**src/hw/dual_timer_pkg.sv**
```systemverilog
// constants, field positions and types shared by the dual timer block
package dual_timer_pkg;
  localparam int unsigned ADDR_W = 12;
  localparam int unsigned DATA_W = 32;
  localparam int unsigned BYTE_W = 8;
  localparam int unsigned MODE_W = 2;
  localparam int unsigned PRE_W = 6;
  // register indices; byte address is four times the index
  localparam logic [7:0] IDX_RUN_FLAGS = 8'h88;
  localparam logic [7:0] IDX_MODE = 8'h89;
  localparam logic [7:0] IDX_A_LOW = 8'h8a;
  localparam logic [7:0] IDX_B_LOW = 8'h8b;
  localparam logic [7:0] IDX_A_HIGH = 8'h8c;
  localparam logic [7:0] IDX_B_HIGH = 8'h8d;
  localparam logic [7:0] IDX_CLK_CTRL = 8'h8e;
  localparam logic [7:0] IDX_IRQ_CFG = 8'h8f;
  localparam logic [7:0] RESET_BYTE = 8'h00;
  // run and flag register
  localparam int B_TF1 = 7;
  localparam int B_TR1 = 6;
  localparam int B_TF0 = 5;
  localparam int B_TR0 = 4;
  localparam int B_IE1 = 3;
  localparam int B_IT1 = 2;
  localparam int B_IE0 = 1;
  localparam int B_IT0 = 0;
  // mode register
  localparam int M_TIMER_B_GATE = 7;
  localparam int M_CT1 = 6;
  localparam int M_B_MODE = 4;
  localparam int M_TIMER_A_GATE = 3;
  localparam int M_CT0 = 2;
  localparam int M_A_MODE = 0;
  // clock control and external input configuration
  localparam int C_T1_SYS = 4;
  localparam int C_T0_SYS = 3;
  localparam int C_SCA = 0;
  localparam logic [7:0] CLK_CTRL_MASK = 8'h1b;
  localparam int P_A_POL = 3;
  localparam int P_B_POL = 7;
  localparam logic [7:0] IRQ_CFG_MASK = 8'h88;
  localparam int unsigned LOW13_W = 5;
  localparam int unsigned DIV12 = 12;
  localparam int unsigned DIV4 = 4;
  localparam int unsigned DIV48 = 48;
  localparam int unsigned DIV_EXT = 8;
  // synchroniser pin slots
  localparam int unsigned NPINS = 5;
  localparam int PIN_T0 = 0;
  localparam int PIN_T1 = 1;
  localparam int PIN_EXT_IRQ_A_INPUT = 2;
  localparam int PIN_EXT_IRQ_B_INPUT = 3;
  localparam int PIN_EXTCLK = 4;
  localparam logic [2:0] SYNC_FILL = 3'h4;
  localparam logic [1:0] RESP_OKAY = 2'h0;
  localparam logic [1:0] RESP_SLVERR = 2'h2;
  typedef enum logic [MODE_W-1:0] {MODE_13BIT, MODE_16BIT, MODE_RELOAD8, MODE_SPLIT} timer_mode_t;
  typedef enum logic [1:0] {PRE_DIV12, PRE_DIV4, PRE_DIV48, PRE_EXT8} prescale_t;

  function automatic logic [ADDR_W-1:0] byte_addr(input logic [7:0] idx);
    return ADDR_W'({idx, 2'h0});
  endfunction
endpackage

```
**src/hw/pin_sync_if.sv**
```systemverilog
// synchronised pin levels and edge pulses from the sampler to the timer logic
interface pin_sync_if #(parameter int unsigned N = 5);
  logic [N-1:0] level;
  logic [N-1:0] fall;
  logic [N-1:0] rise;
  modport sampler (output level, output fall, output rise);
  modport user (input level, input fall, input rise);
endinterface
```
**src/hw/dual_timer_split_mode_control.sv**
```systemverilog
// two counter/timers with split mode, control registers and an AXI4-Lite slave
//
// Design decision made here: the AXI4-Lite register port.
module dual_timer_split_mode_control (
  input wire logic clock_i,
  input wire logic srst_i,
  input wire logic [dual_timer_pkg::ADDR_W-1:0] s_axi_awaddr_i,
  input wire logic s_axi_awvalid_i,
  output logic s_axi_awready_o,
  input wire logic [dual_timer_pkg::DATA_W-1:0] s_axi_wdata_i,
  input wire logic [3:0] s_axi_wstrb_i,
  input wire logic s_axi_wvalid_i,
  output logic s_axi_wready_o,
  output logic [1:0] s_axi_bresp_o,
  output logic s_axi_bvalid_o,
  input wire logic s_axi_bready_i,
  input wire logic [dual_timer_pkg::ADDR_W-1:0] s_axi_araddr_i,
  input wire logic s_axi_arvalid_i,
  output logic s_axi_arready_o,
  output logic [dual_timer_pkg::DATA_W-1:0] s_axi_rdata_o,
  output logic [1:0] s_axi_rresp_o,
  output logic s_axi_rvalid_o,
  input wire logic s_axi_rready_i,
  input wire logic timer_a_count_pin_i,
  input wire logic timer_b_count_pin_i,
  input wire logic ext_irq_a_input_i,
  input wire logic ext_irq_b_input_i,
  input wire logic ext_clock_i,
  input wire logic timer_a_vector_ack_i,
  input wire logic timer_b_vector_ack_i,
  input wire logic ext_irq_a_vector_ack_i,
  input wire logic ext_irq_b_vector_ack_i,
  output logic timer_a_overflow_flag_o,
  output logic timer_b_overflow_flag_o,
  output logic ext_irq_a_flag_o,
  output logic ext_irq_b_flag_o,
  output logic timer_b_overflow_pulse_o
);
  import dual_timer_pkg::*;

  // returns {overflow, high, low} after one increment
  function automatic logic [16:0] count_step(input timer_mode_t m, input logic [7:0] lo,
                                             input logic [7:0] hi);
    logic [13:0] c13;
    logic [16:0] c16;
    logic [8:0] c8;
    c13 = {1'b0, hi, lo[LOW13_W-1:0]} + 14'h1;
    c16 = {1'b0, hi, lo} + 17'h1;
    c8 = {1'b0, lo} + 9'h1;
    case (m)
      MODE_13BIT: count_step = {c13[13], c13[12:LOW13_W], lo[7:LOW13_W], c13[LOW13_W-1:0]};
      MODE_16BIT: count_step = c16;
      MODE_RELOAD8: count_step = {c8[8], hi, c8[8] ? hi : c8[7:0]};
      default: count_step = {c8[8], hi, c8[7:0]};
    endcase
  endfunction

  function automatic logic hit(input logic [ADDR_W-1:0] a, input logic [7:0] idx);
    return a == byte_addr(idx);
  endfunction

  pin_sync_if #(.N(NPINS)) sync_if ();

  pin_sampler #(.N(NPINS)) u_sampler (
    .clock_i(clock_i),
    .srst_i(srst_i),
    .pins_i({ext_clock_i, ext_irq_b_input_i, ext_irq_a_input_i,
             timer_b_count_pin_i, timer_a_count_pin_i}),
    .sync_o(sync_if)
  );

  logic [7:0] run_flags_q, mode_q, clk_ctrl_q, irq_cfg_q;
  logic [7:0] a_low_q, a_high_q, b_low_q, b_high_q;
  logic aw_full_q, w_full_q, bvalid_q, rvalid_q, b_pulse_q;
  logic [ADDR_W-1:0] aw_addr_q;
  logic [7:0] w_data_q;
  logic w_strb_q;
  logic [1:0] bresp_q, rresp_q;
  logic [DATA_W-1:0] rdata_q;
  logic do_write, wr_hit;
  logic [PRE_W-1:0] pre_cnt_q, pre_limit;
  logic pre_step, pre_tick, tick_a, tick_b, act_a, act_b, edge_a, edge_b;
  logic split, run_a, inc_a, inc_a_high, run_b, inc_b;
  logic ovf_a, ovf_a_high, ovf_b, set_tf1;
  logic [16:0] a_next, a_hnext, b_next;
  timer_mode_t mode_a, mode_b;
  prescale_t sca;
  logic [7:0] rd_byte;
  logic rd_hit;

  // ---------------- AXI4-Lite slave
  assign s_axi_awready_o = ~aw_full_q;
  assign s_axi_wready_o = ~w_full_q;
  assign s_axi_arready_o = ~rvalid_q;
  assign s_axi_bvalid_o = bvalid_q;
  assign s_axi_bresp_o = bresp_q;
  assign s_axi_rvalid_o = rvalid_q;
  assign s_axi_rresp_o = rresp_q;
  assign s_axi_rdata_o = rdata_q;
  assign do_write = aw_full_q & w_full_q & ~bvalid_q;
  assign wr_hit = hit(aw_addr_q, IDX_RUN_FLAGS) | hit(aw_addr_q, IDX_MODE) |
                  hit(aw_addr_q, IDX_A_LOW) | hit(aw_addr_q, IDX_B_LOW) |
                  hit(aw_addr_q, IDX_A_HIGH) | hit(aw_addr_q, IDX_B_HIGH) |
                  hit(aw_addr_q, IDX_CLK_CTRL) | hit(aw_addr_q, IDX_IRQ_CFG);

  function automatic logic wr_to(input logic [7:0] idx);
    return do_write & w_strb_q & hit(aw_addr_q, idx);
  endfunction

  always_ff @(posedge clock_i) begin
    if (srst_i) begin
      aw_full_q <= 1'b0;
      w_full_q <= 1'b0;
      aw_addr_q <= '0;
      w_data_q <= RESET_BYTE;
      w_strb_q <= 1'b0;
    end else begin
      if (s_axi_awvalid_i && !aw_full_q) begin
        aw_full_q <= 1'b1;
        aw_addr_q <= s_axi_awaddr_i;
      end else if (do_write) begin
        aw_full_q <= 1'b0;
      end
      if (s_axi_wvalid_i && !w_full_q) begin
        w_full_q <= 1'b1;
        w_data_q <= s_axi_wdata_i[BYTE_W-1:0];
        w_strb_q <= s_axi_wstrb_i[0];
      end else if (do_write) begin
        w_full_q <= 1'b0;
      end
    end
  end

  always_ff @(posedge clock_i) begin
    if (srst_i) begin
      bvalid_q <= 1'b0;
      bresp_q <= RESP_OKAY;
    end else if (do_write) begin
      bvalid_q <= 1'b1;
      bresp_q <= wr_hit ? RESP_OKAY : RESP_SLVERR;
    end else if (s_axi_bready_i) begin
      bvalid_q <= 1'b0;
    end
  end

  always_comb begin
    rd_hit = 1'b1;
    if (hit(s_axi_araddr_i, IDX_RUN_FLAGS)) rd_byte = run_flags_q;
    else if (hit(s_axi_araddr_i, IDX_MODE)) rd_byte = mode_q;
    else if (hit(s_axi_araddr_i, IDX_A_LOW)) rd_byte = a_low_q;
    else if (hit(s_axi_araddr_i, IDX_B_LOW)) rd_byte = b_low_q;
    else if (hit(s_axi_araddr_i, IDX_A_HIGH)) rd_byte = a_high_q;
    else if (hit(s_axi_araddr_i, IDX_B_HIGH)) rd_byte = b_high_q;
    else if (hit(s_axi_araddr_i, IDX_CLK_CTRL)) rd_byte = clk_ctrl_q;
    else if (hit(s_axi_araddr_i, IDX_IRQ_CFG)) rd_byte = irq_cfg_q;
    else begin
      rd_byte = RESET_BYTE;
      rd_hit = 1'b0;
    end
  end

  always_ff @(posedge clock_i) begin
    if (srst_i) begin
      rvalid_q <= 1'b0;
      rdata_q <= '0;
      rresp_q <= RESP_OKAY;
    end else if (s_axi_arvalid_i && !rvalid_q) begin
      rvalid_q <= 1'b1;
      rdata_q <= DATA_W'(rd_byte);
      rresp_q <= rd_hit ? RESP_OKAY : RESP_SLVERR;
    end else if (s_axi_rready_i) begin
      rvalid_q <= 1'b0;
    end
  end

  // ---------------- configuration registers
  always_ff @(posedge clock_i) begin
    if (srst_i) begin
      mode_q <= RESET_BYTE;
      clk_ctrl_q <= RESET_BYTE;
      irq_cfg_q <= RESET_BYTE;
    end else begin
      if (wr_to(IDX_MODE)) mode_q <= w_data_q;
      if (wr_to(IDX_CLK_CTRL)) clk_ctrl_q <= w_data_q & CLK_CTRL_MASK;
      if (wr_to(IDX_IRQ_CFG)) irq_cfg_q <= w_data_q & IRQ_CFG_MASK;
    end
  end

  // ---------------- prescaler shared by both timers
  assign sca = prescale_t'(clk_ctrl_q[C_SCA +: 2]);
  always_comb begin
    case (sca)
      PRE_DIV12: pre_limit = PRE_W'(DIV12 - 1);
      PRE_DIV4: pre_limit = PRE_W'(DIV4 - 1);
      PRE_DIV48: pre_limit = PRE_W'(DIV48 - 1);
      PRE_EXT8: pre_limit = PRE_W'(DIV_EXT - 1);
      default: pre_limit = PRE_W'(DIV12 - 1);
    endcase
  end
  assign pre_step = (sca == PRE_EXT8) ? sync_if.rise[PIN_EXTCLK] : 1'b1;
  assign pre_tick = pre_step & (pre_cnt_q >= pre_limit);

  // >= lets a divider change mid-count wrap at once instead of running to 63
  always_ff @(posedge clock_i) begin
    if (srst_i) pre_cnt_q <= '0;
    else if (pre_tick) pre_cnt_q <= '0;
    else if (pre_step) pre_cnt_q <= pre_cnt_q + PRE_W'(1);
  end

  // ---------------- enables and increment sources
  assign tick_a = clk_ctrl_q[C_T0_SYS] | pre_tick;
  assign tick_b = clk_ctrl_q[C_T1_SYS] | pre_tick;
  assign act_a = irq_cfg_q[P_A_POL] ? sync_if.level[PIN_EXT_IRQ_A_INPUT] : ~sync_if.level[PIN_EXT_IRQ_A_INPUT];
  assign act_b = irq_cfg_q[P_B_POL] ? sync_if.level[PIN_EXT_IRQ_B_INPUT] : ~sync_if.level[PIN_EXT_IRQ_B_INPUT];
  assign edge_a = irq_cfg_q[P_A_POL] ? sync_if.rise[PIN_EXT_IRQ_A_INPUT] : sync_if.fall[PIN_EXT_IRQ_A_INPUT];
  assign edge_b = irq_cfg_q[P_B_POL] ? sync_if.rise[PIN_EXT_IRQ_B_INPUT] : sync_if.fall[PIN_EXT_IRQ_B_INPUT];
  assign mode_a = timer_mode_t'(mode_q[M_A_MODE +: MODE_W]);
  assign mode_b = timer_mode_t'(mode_q[M_B_MODE +: MODE_W]);
  assign split = (mode_a == MODE_SPLIT);
  assign run_a = run_flags_q[B_TR0] & (~mode_q[M_TIMER_A_GATE] | act_a);
  assign inc_a = run_a & (mode_q[M_CT0] ? sync_if.fall[PIN_T0] : tick_a);
  assign inc_a_high = split & run_flags_q[B_TR1] & tick_a;
  assign run_b = run_flags_q[B_TR1] & (~mode_q[M_TIMER_B_GATE] | act_b);
  // in split mode timer B is run by its mode field only and never sees its pin
  assign inc_b = (mode_b != MODE_SPLIT) &
                 (split ? tick_b : run_b & (mode_q[M_CT1] ? sync_if.fall[PIN_T1] : tick_b));

  assign a_next = count_step(mode_a, a_low_q, a_high_q);
  assign a_hnext = count_step(MODE_SPLIT, a_high_q, a_high_q);
  assign b_next = count_step(mode_b, b_low_q, b_high_q);
  assign ovf_a = inc_a & a_next[16];
  assign ovf_a_high = inc_a_high & a_hnext[16];
  assign ovf_b = inc_b & b_next[16];
  assign set_tf1 = split ? ovf_a_high : ovf_b;

  // ---------------- count registers; a software write wins over an increment
  always_ff @(posedge clock_i) begin
    if (srst_i) begin
      a_low_q <= RESET_BYTE;
      a_high_q <= RESET_BYTE;
    end else begin
      if (wr_to(IDX_A_LOW)) a_low_q <= w_data_q;
      else if (inc_a) a_low_q <= a_next[7:0];
      if (wr_to(IDX_A_HIGH)) a_high_q <= w_data_q;
      else if (inc_a_high) a_high_q <= a_hnext[7:0];
      else if (inc_a && !split) a_high_q <= a_next[15:8];
    end
  end

  always_ff @(posedge clock_i) begin
    if (srst_i) begin
      b_low_q <= RESET_BYTE;
      b_high_q <= RESET_BYTE;
      b_pulse_q <= 1'b0;
    end else begin
      if (wr_to(IDX_B_LOW)) b_low_q <= w_data_q;
      else if (inc_b) b_low_q <= b_next[7:0];
      if (wr_to(IDX_B_HIGH)) b_high_q <= w_data_q;
      else if (inc_b) b_high_q <= b_next[15:8];
      b_pulse_q <= ovf_b;
    end
  end

  // ---------------- run and flag register: hardware set beats any clear
  always_ff @(posedge clock_i) begin
    if (srst_i) begin
      run_flags_q <= RESET_BYTE;
    end else begin
      if (wr_to(IDX_RUN_FLAGS)) run_flags_q <= w_data_q;
      if (timer_a_vector_ack_i) run_flags_q[B_TF0] <= 1'b0;
      if (timer_b_vector_ack_i) run_flags_q[B_TF1] <= 1'b0;
      if (ext_irq_a_vector_ack_i && run_flags_q[B_IT0]) run_flags_q[B_IE0] <= 1'b0;
      if (ext_irq_b_vector_ack_i && run_flags_q[B_IT1]) run_flags_q[B_IE1] <= 1'b0;
      if (ovf_a) run_flags_q[B_TF0] <= 1'b1;
      if (set_tf1) run_flags_q[B_TF1] <= 1'b1;
      if (run_flags_q[B_IT0] ? edge_a : act_a) run_flags_q[B_IE0] <= 1'b1;
      if (run_flags_q[B_IT1] ? edge_b : act_b) run_flags_q[B_IE1] <= 1'b1;
    end
  end

  assign timer_a_overflow_flag_o = run_flags_q[B_TF0];
  assign timer_b_overflow_flag_o = run_flags_q[B_TF1];
  assign ext_irq_a_flag_o = run_flags_q[B_IE0];
  assign ext_irq_b_flag_o = run_flags_q[B_IE1];
  assign timer_b_overflow_pulse_o = b_pulse_q;
endmodule // dual_timer_split_mode_control

```
**src/hw/pin_sampler.sv**
```systemverilog
// three-stage pin synchroniser with agreement filter and edge pulses
module pin_sampler #(
  parameter int unsigned N = 5
) (
  input wire logic clock_i,
  input wire logic srst_i,
  input wire logic [N-1:0] pins_i,
  pin_sync_if.sampler sync_o
);
  import dual_timer_pkg::*;
  logic [N-1:0] meta_q, s2_q, s3_q, level_q, fall_q, rise_q, agree;
  logic [2:0] fill_q;

  always_ff @(posedge clock_i) begin
    // start at the idle high level of the active-low inputs, so no false
    // active level reaches a level-triggered flag while the chain fills
    if (srst_i) begin
      meta_q <= '1;
      s2_q <= '1;
      s3_q <= '1;
    end else begin
      meta_q <= pins_i;
      s2_q <= meta_q;
      s3_q <= s2_q;
    end
  end

  // edges are held off until the chain holds real pin samples
  always_ff @(posedge clock_i) begin
    if (srst_i) begin
      fill_q <= 3'h0;
    end else if (fill_q != SYNC_FILL) begin
      fill_q <= fill_q + 3'h1;
    end
  end

  assign agree = ~(s2_q ^ s3_q);

  always_ff @(posedge clock_i) begin
    if (srst_i) begin
      level_q <= '1;
      fall_q <= '0;
      rise_q <= '0;
    end else begin
      level_q <= (agree & s3_q) | (~agree & level_q);
      fall_q <= (fill_q == SYNC_FILL) ? (agree & level_q & ~s3_q) : '0;
      rise_q <= (fill_q == SYNC_FILL) ? (agree & ~level_q & s3_q) : '0;
    end
  end

  assign sync_o.level = level_q;
  assign sync_o.fall = fall_q;
  assign sync_o.rise = rise_q;
endmodule // pin_sampler

```
**config.mk**
```make
export PLATFORM = sky130hd
export DESIGN_NAME = dual_timer_split_mode_control
export DESIGN_NICKNAME = d
export VERILOG_FILES = /design/src/hw/dual_timer_pkg.sv /design/src/hw/pin_sync_if.sv /design/src/hw/dual_timer_split_mode_control.sv /design/src/hw/pin_sampler.sv
export SDC_FILE = /design/constraint.sdc
export NUM_CORES = 1
export LEC_CHECK = 0
export BUFFER_PORTS_ARGS = -buffer_cell sky130_fd_sc_hd__buf_2
export CAP_MARGIN = 20
export CORE_UTILIZATION = 33
export DETAILED_ROUTE_END_ITERATION = 7
export GPL_TIMING_DRIVEN = 1
export HOLD_SLACK_MARGIN = 0.15
export PLACE_DENSITY = 0.49
export SLEW_MARGIN = 10
export SYNTH_ARGS = -nofsm -noshare
export SYNTH_HDL_FRONTEND = slang
export SYNTH_SLANG_ARGS = --single-unit
```
**constraint.sdc**
```tcl
create_clock -name clock_i -period 3.5 [get_ports clock_i]
set_input_delay 0.7 -clock clock_i [delete_from_list [all_inputs] [get_ports clock_i]]
set_output_delay 0.7 -clock clock_i [all_outputs]
set_load 0.005 [all_outputs]
```
==> results.cfg, run 1 <==
[setup_path]
required_ns = 3.82
cp-start-kind = flop
crit_type = flop to flop
r2r_start = clk_ctrl_q[0]
cp-startpoint = clk_ctrl_q[0]
r2r-end = a_high_q[5]
cp.arrival_ns = 3.27
crit_path_end = a_high_q[5]
worstPathMaxFanout = 11
cp-end-kind = flop
rr_worst_depth = 7
reg2reg_slack_ns = 0.55

[logic_synthesis]
syn_avg_cell_area_um2 = 8.19
synth_edf_count = 0
syn_area_um2 = 6900
synthXorXnorAreaFrac_pct = 3.55
synth_top_family_by_area = simple AND/OR/NAND/NOR gates
synthAdderAreaFrac_pct = 1.63
synthSimpleGateAreaFrac_pct = 24.4
synthTopCellsByArea = dfxtp_1 (37%), nor2_1 (5.2%), mux2i_1 (5.1%)
synthMuxAreaShare_pct = 7.90
yosys_most_used_dff = dfxtp_1
yosysWarnings = 0
synth-compound-area-share_pct = 18.6
yosys.area.top_type_share_pct = 36.5
synth_top_cell_by_area = dfxtp_1
ys_seq_area_share_pct = 36.5
synthCells = 843
synthDistinctLibCells = 73
synthArstFlopShare_pct = 0
synth-seq-cells = 126

[route]
drt-pass1-iter-count = 5
routed_wirelength_mm = 20.1
viasPerCell = 5.23
vias = 6111
drtIter0Drc = 464
wl_per_cell_um = 17.2
drtAntennaViolNets = 0
drc_errors = 0

[timing]
fin_tns_setup_ns = 0
min_period_ns = 2.95
setup_viol = 0
fmax_mhz = 339
final_max_slew_viol_count = 0
holdWs_ns = 0.409
fin_ws_ns = 0.553
worst_pin_slew_ns = 1.01
worst_slew_margin_rel_pct = 33.0
rsz0062_at_grt = false
finalClockSkew_ns = 0.0119
period_share_pct = 84.2
hold_viol_final = 0

[cts]
clock_latency_ns = 0.42
postCtsHoldBufs = 0
numCtsBuffers = 17
cts_setup_buffers = 0
cts_tree = built
clk_path_buf_depth = 2
cts_resized = 0
clockRootBuffer = clkbuf_16
clk_pin_slew_ns = 0.07
htree_levels = 4
clock-sinks = 126

[placement]
place_congestion = 0.840
io_buffers = 68
dpl_worst_slack_ns = 0.625
dpl.hpwl_mm = 14.2

[flow_run]
max_cap_viol_count = 0

[cells_and_area]
mostFrequentLayoutCells = dfxtp_1 (126), nor2_1 (96), nand2_1 (91)
syn2layout_area_growth_pct = 15.1
final_nets = 970
drive_gt1_share_pct = 17.0
final_common_cell = dfxtp_1
antenna_cells = 0
utilization_pct = 39.0

[die]
start_util_pct = 33.9
rows = 52
die_area_um2 = 21500
core_um2 = 20400
die_h_um = 147
io_pins = 122
die_w_um = 147

[grt]
grt_use_total_pct = 19.3
grt_remaining_overflow = 0
grt_pass1_vias = 5602
grt_max_degree = 88
grt_pass1_wl_mm = 31.8
antenna_found_initial = 0

[pwr]
powerDensity_nw_per_um2 = 443
leakage_nw = 3.02
ir_drop_mv = 0.333

[status]
outcome = finished clean

[worst_hold_path]
hp-class = flop to flop
==> sequential cells by signal (all words and copies together), names as in the netlist, 8 cells and up, named ones only <==
register and count:
a_high_q 8, a_low_q 8, aw_addr_q 12, b_high_q 8, b_low_q 8, mode_q 8, run_flags_q 8, s_axi_rdata_o 8
w_data_q 8
==> worst max-delay path: stages, from the launching register on <==
cell and delay [ns]:
dfxtp_1 0.45, ha_1 0.29, a211oi_1 0.38, nand2_1 0.13, a21oi_1 0.79, o21a_1 0.37
a211oi_1 0.10, a2111oi_2 0.35
==> cells in the mapped netlist (10+ instances only) <==
cell        n
a21oi_1    69
nor2_1     96
inv_1      27
o21ai_0    13
nor3_1     23
a211oi_1   23
buf_4      26
or2_2      17
dfxtp_1   126
o211ai_1   16
mux2i_1    35
nand3_1    25
xnor2_1    18
nand2_1    91
and3_1     10
xor2_1     10
clkbuf_1   41
==> metrics by stage <==
| stage | cell area [um2] | total power, mW | std cells |
|---|---|---|---|
| global route | 7950 | 3.65 | 1168 |
| CTS | 7950 | 3.56 | 1168 |
| global placement | 7350 | 1.73 | 1136 |
| detailed placement | 7350 | 1.73 | 1136 |
| finish | 7950 | 3.52 | 1168 |
| floorplan | 7000 | 1.67 | 868 |
==> power by group <==
part,internal [mW],switching [mW]
combinational,0.0717,0.106
sequential,1.47,0.0475
clock,1.07,0.753
==> worst min-delay path by stage <==
stage | start | endpoint | cells past startpoint
finish | u_sampler.meta_q[1] | u_sampler.s2_q[1] | 1
global route | u_sampler.meta_q[1] | u_sampler.s2_q[1] | 1
CTS | u_sampler.meta_q[3] | u_sampler.s2_q[3] | 1
detailed placement | u_sampler.meta_q[3] | u_sampler.s2_q[3] | 1
global placement | u_sampler.meta_q[4] | u_sampler.s2_q[4] | 1
floorplan | u_sampler.meta_q[0] | u_sampler.s2_q[0] | 1
==> layer usage <==
metal	global-route usage, %	vias up	wire, um
met4	6.72	0	420
met5	0	-	0
met2	30.4	192	9000
met1	26.2	2844	9880
met3	3.53	31	841
li1	-	3044	-
==> cell families after synthesis <==
logic type                 after synthesis
xor gates and xnor gates                28
AOI/OAI and AO/OA                      189
adders and majority gates                9
DFF                                    126
muxes                                   46
other                                    1
buffers and inverters                  107
and+or+nand+nor                        337
==> layout make-up <==
class,instances,area (um2)
Timing Repair Buffer,78,418
Multi-Input combinational cell,635,3970
Clock buffer,17,425
Tap cell,270,338
Inverter,27,101
Clock inverter,15,174
Sequential cell,126,2520
Fill cell,2109,12400
(Power assumes the default switching activity.)
==> inputs of run 2 (changes only) <==
--- a/config.mk
+++ b/config.mk
@@ -11,7 +11,7 @@
 export DETAILED_ROUTE_END_ITERATION = 7
 export GPL_TIMING_DRIVEN = 1
 export HOLD_SLACK_MARGIN = 0.15
-export PLACE_DENSITY = 0.49
+export PLACE_DENSITY = 0.51
 export SLEW_MARGIN = 10
 export SYNTH_ARGS = -nofsm -noshare
 export SYNTH_HDL_FRONTEND = slang
==> constraint.sdc (replaced) <==
create_clock -name clock_i -period 2.6 [get_ports clock_i]
set_input_delay 0.52 -clock clock_i [delete_from_list [all_inputs] [get_ports clock_i]]
set_output_delay 0.52 -clock clock_i [all_outputs]
set_load 0.005 [all_outputs]
==> results.cfg, run 2 (synthesis results as in run 1) <==
[cells_and_area]
syn2layout_area_growth_pct = 17.7
drive_gt1_share_pct = 19.7
antenna_cells = 0
mostFrequentLayoutCells = dfxtp_1 (126), nor2_1 (96), nand2_1 (91)
largest_register_ffs = 12
final_nets = 998
top_register = aw_addr_q
final_common_cell = dfxtp_1

[setup_path]
cp-start-kind = flop
crit_chain = ha_1 -> a211oi_1 -> a211o_2 -> a21o_1 -> buf_4 -> a2111oi_0 -> or3_1 -> a21oi_1
cp_slowest_cell = a211oi_1
crit_type = flop to flop
required_ns = 2.95
worstPathMaxFanout = 8
r2r-end = a_low_q[6]
crit_path_max_incr_delay_ns = 0.41
rr_worst_depth = 8
reg2reg_slack_ns = 0.16
r2r_start = pre_cnt_q[3]
cp-end-kind = flop
cp.arrival_ns = 2.80

[route]
viasPerCell = 5.19
wl_per_cell_um = 16.7
vias = 6205
drc_errors = 0
routed_wirelength_mm = 20.0
drtAntennaViolNets = 0
drt-pass1-iter-count = 5
drtIter0Drc = 341

[status]
outcome = finished clean

[grt]
antenna_found_initial = 0
grt_remaining_overflow = 0
grt_pass1_vias = 5607
grt_use_total_pct = 19.2
grt_max_degree = 59
grt_pass1_wl_mm = 31.9

[die]
io_pins = 122
core_um2 = 20400
die_w_um = 147
die_area_um2 = 21500
die_h_um = 147
start_util_pct = 33.9
rows = 52

[cts]
cts_setup_buffers = 0
clk_path_buf_depth = 2
htree_levels = 4
clk_pin_slew_ns = 0.06
clock-sinks = 126
clock_latency_ns = 0.42
numCtsBuffers = 17
clockRootBuffer = clkbuf_16
cts_tree = built

[timing]
setup_viol = 0
hold_viol_final = 0
final_max_slew_viol_count = 0
rsz0062_at_grt = false
worst_pin_slew_ns = 0.696
worst_slew_margin_rel_pct = 53.5
finalClockSkew_ns = 0.00948
fmax_mhz = 409
holdWs_ns = 0.279
fin_tns_setup_ns = 0
min_period_ns = 2.44
period_share_pct = 93.9

[pwr]
ir_drop_mv = 0.476
finalPower_mw = 4.59
powerDensity_nw_per_um2 = 565
leakage_nw = 3.14

[flow_run]
max_cap_viol_count = 0

[worst_hold_path]
hp-start = ext_clock_i
holdPathStages = 2
hold_end = u_sampler.meta_q[4]
hp-class = input port to flop

[placement]
dpl.hpwl_mm = 14.6
io_buffers = 68
place_congestion = 0.828
## run 2: cell count changes in the layout (fill, tap and decap cells not counted), moves of 2 or more
cell / delta
inv_8: -2
buf_4: +28
inv_6: -2
clkinv_4: +3
## run 2: worst max-delay path by stage
stage | startpoint | depth (start not counted) | end
global route | pre_cnt_q[3] | 8 | b_low_q[7]
global placement | pre_cnt_q[3] | 8 | a_low_q[6]
CTS | pre_cnt_q[3] | 8 | a_low_q[6]
detailed placement | pre_cnt_q[3] | 8 | a_low_q[6]
floorplan | clk_ctrl_q[0] | 9 | a_high_q[0]
finish | pre_cnt_q[3] | 8 | a_low_q[6]
## run 2: power by group
group,leakage (nW),switching (mW),total [mW],internal (mW)
clock network,0.270,0.970,2.30,1.33
logic,1.85,0.143,0.243,0.100
registers,1.02,0.0639,2.04,1.98
total,3.14,1.18,4.59,3.41
## run 2: timing repair
| action | CTS | global route |
|---|---|---|
| resized for setup | 0 | 2 |
| endpoints found under the setup margin | 0 | 8 |
| hold buffers | 0 | 0 |
## run 2: final cells by class
type / instances / area (um2)
flip-flops and latches: 126 / 2520
inverters: 27 / 101
clock inverters: 14 / 135
well taps: 270 / 338
repair buffers: 106 / 628
multi-input cells: 635 / 3970
fillers: 2103 / 12200
clock buffers: 18 / 429
## run 2: worst max-delay path, delay by kind of cell (launching register included)
kind / cells / cell delay, ns
AO/OA/AOI/OAI: 5 / 1.17
flip-flops: 1 / 0.40
AND/OR/NAND/NOR: 1 / 0.34
adder cells (fa/ha/maj): 1 / 0.27
buffers and inverters: 1 / 0.20
## run 2: per-layer routing
| metal | GRT usage (%) | wire, um |
|---|---|---|
| met5 | 0 | 0 |
| met4 | 6.46 | 374 |
| met3 | 3.91 | 1160 |
| met2 | 29.7 | 8890 |
| met1 | 26.5 | 9530 |
## run 2: stage by stage
stage	worst slack (ns)	util, %	area (um2)	cells
3_3_place_gp	0.147	37.1	7560	1164
6_report	0.158	39.9	8130	1196
2_1_floorplan	0.351	-	7000	868
4_1_cts	0.131	39.9	8120	1196
3_5_place_dp	0.158	37.1	7560	1164
5_1_grt	0.0257	39.9	8130	1196
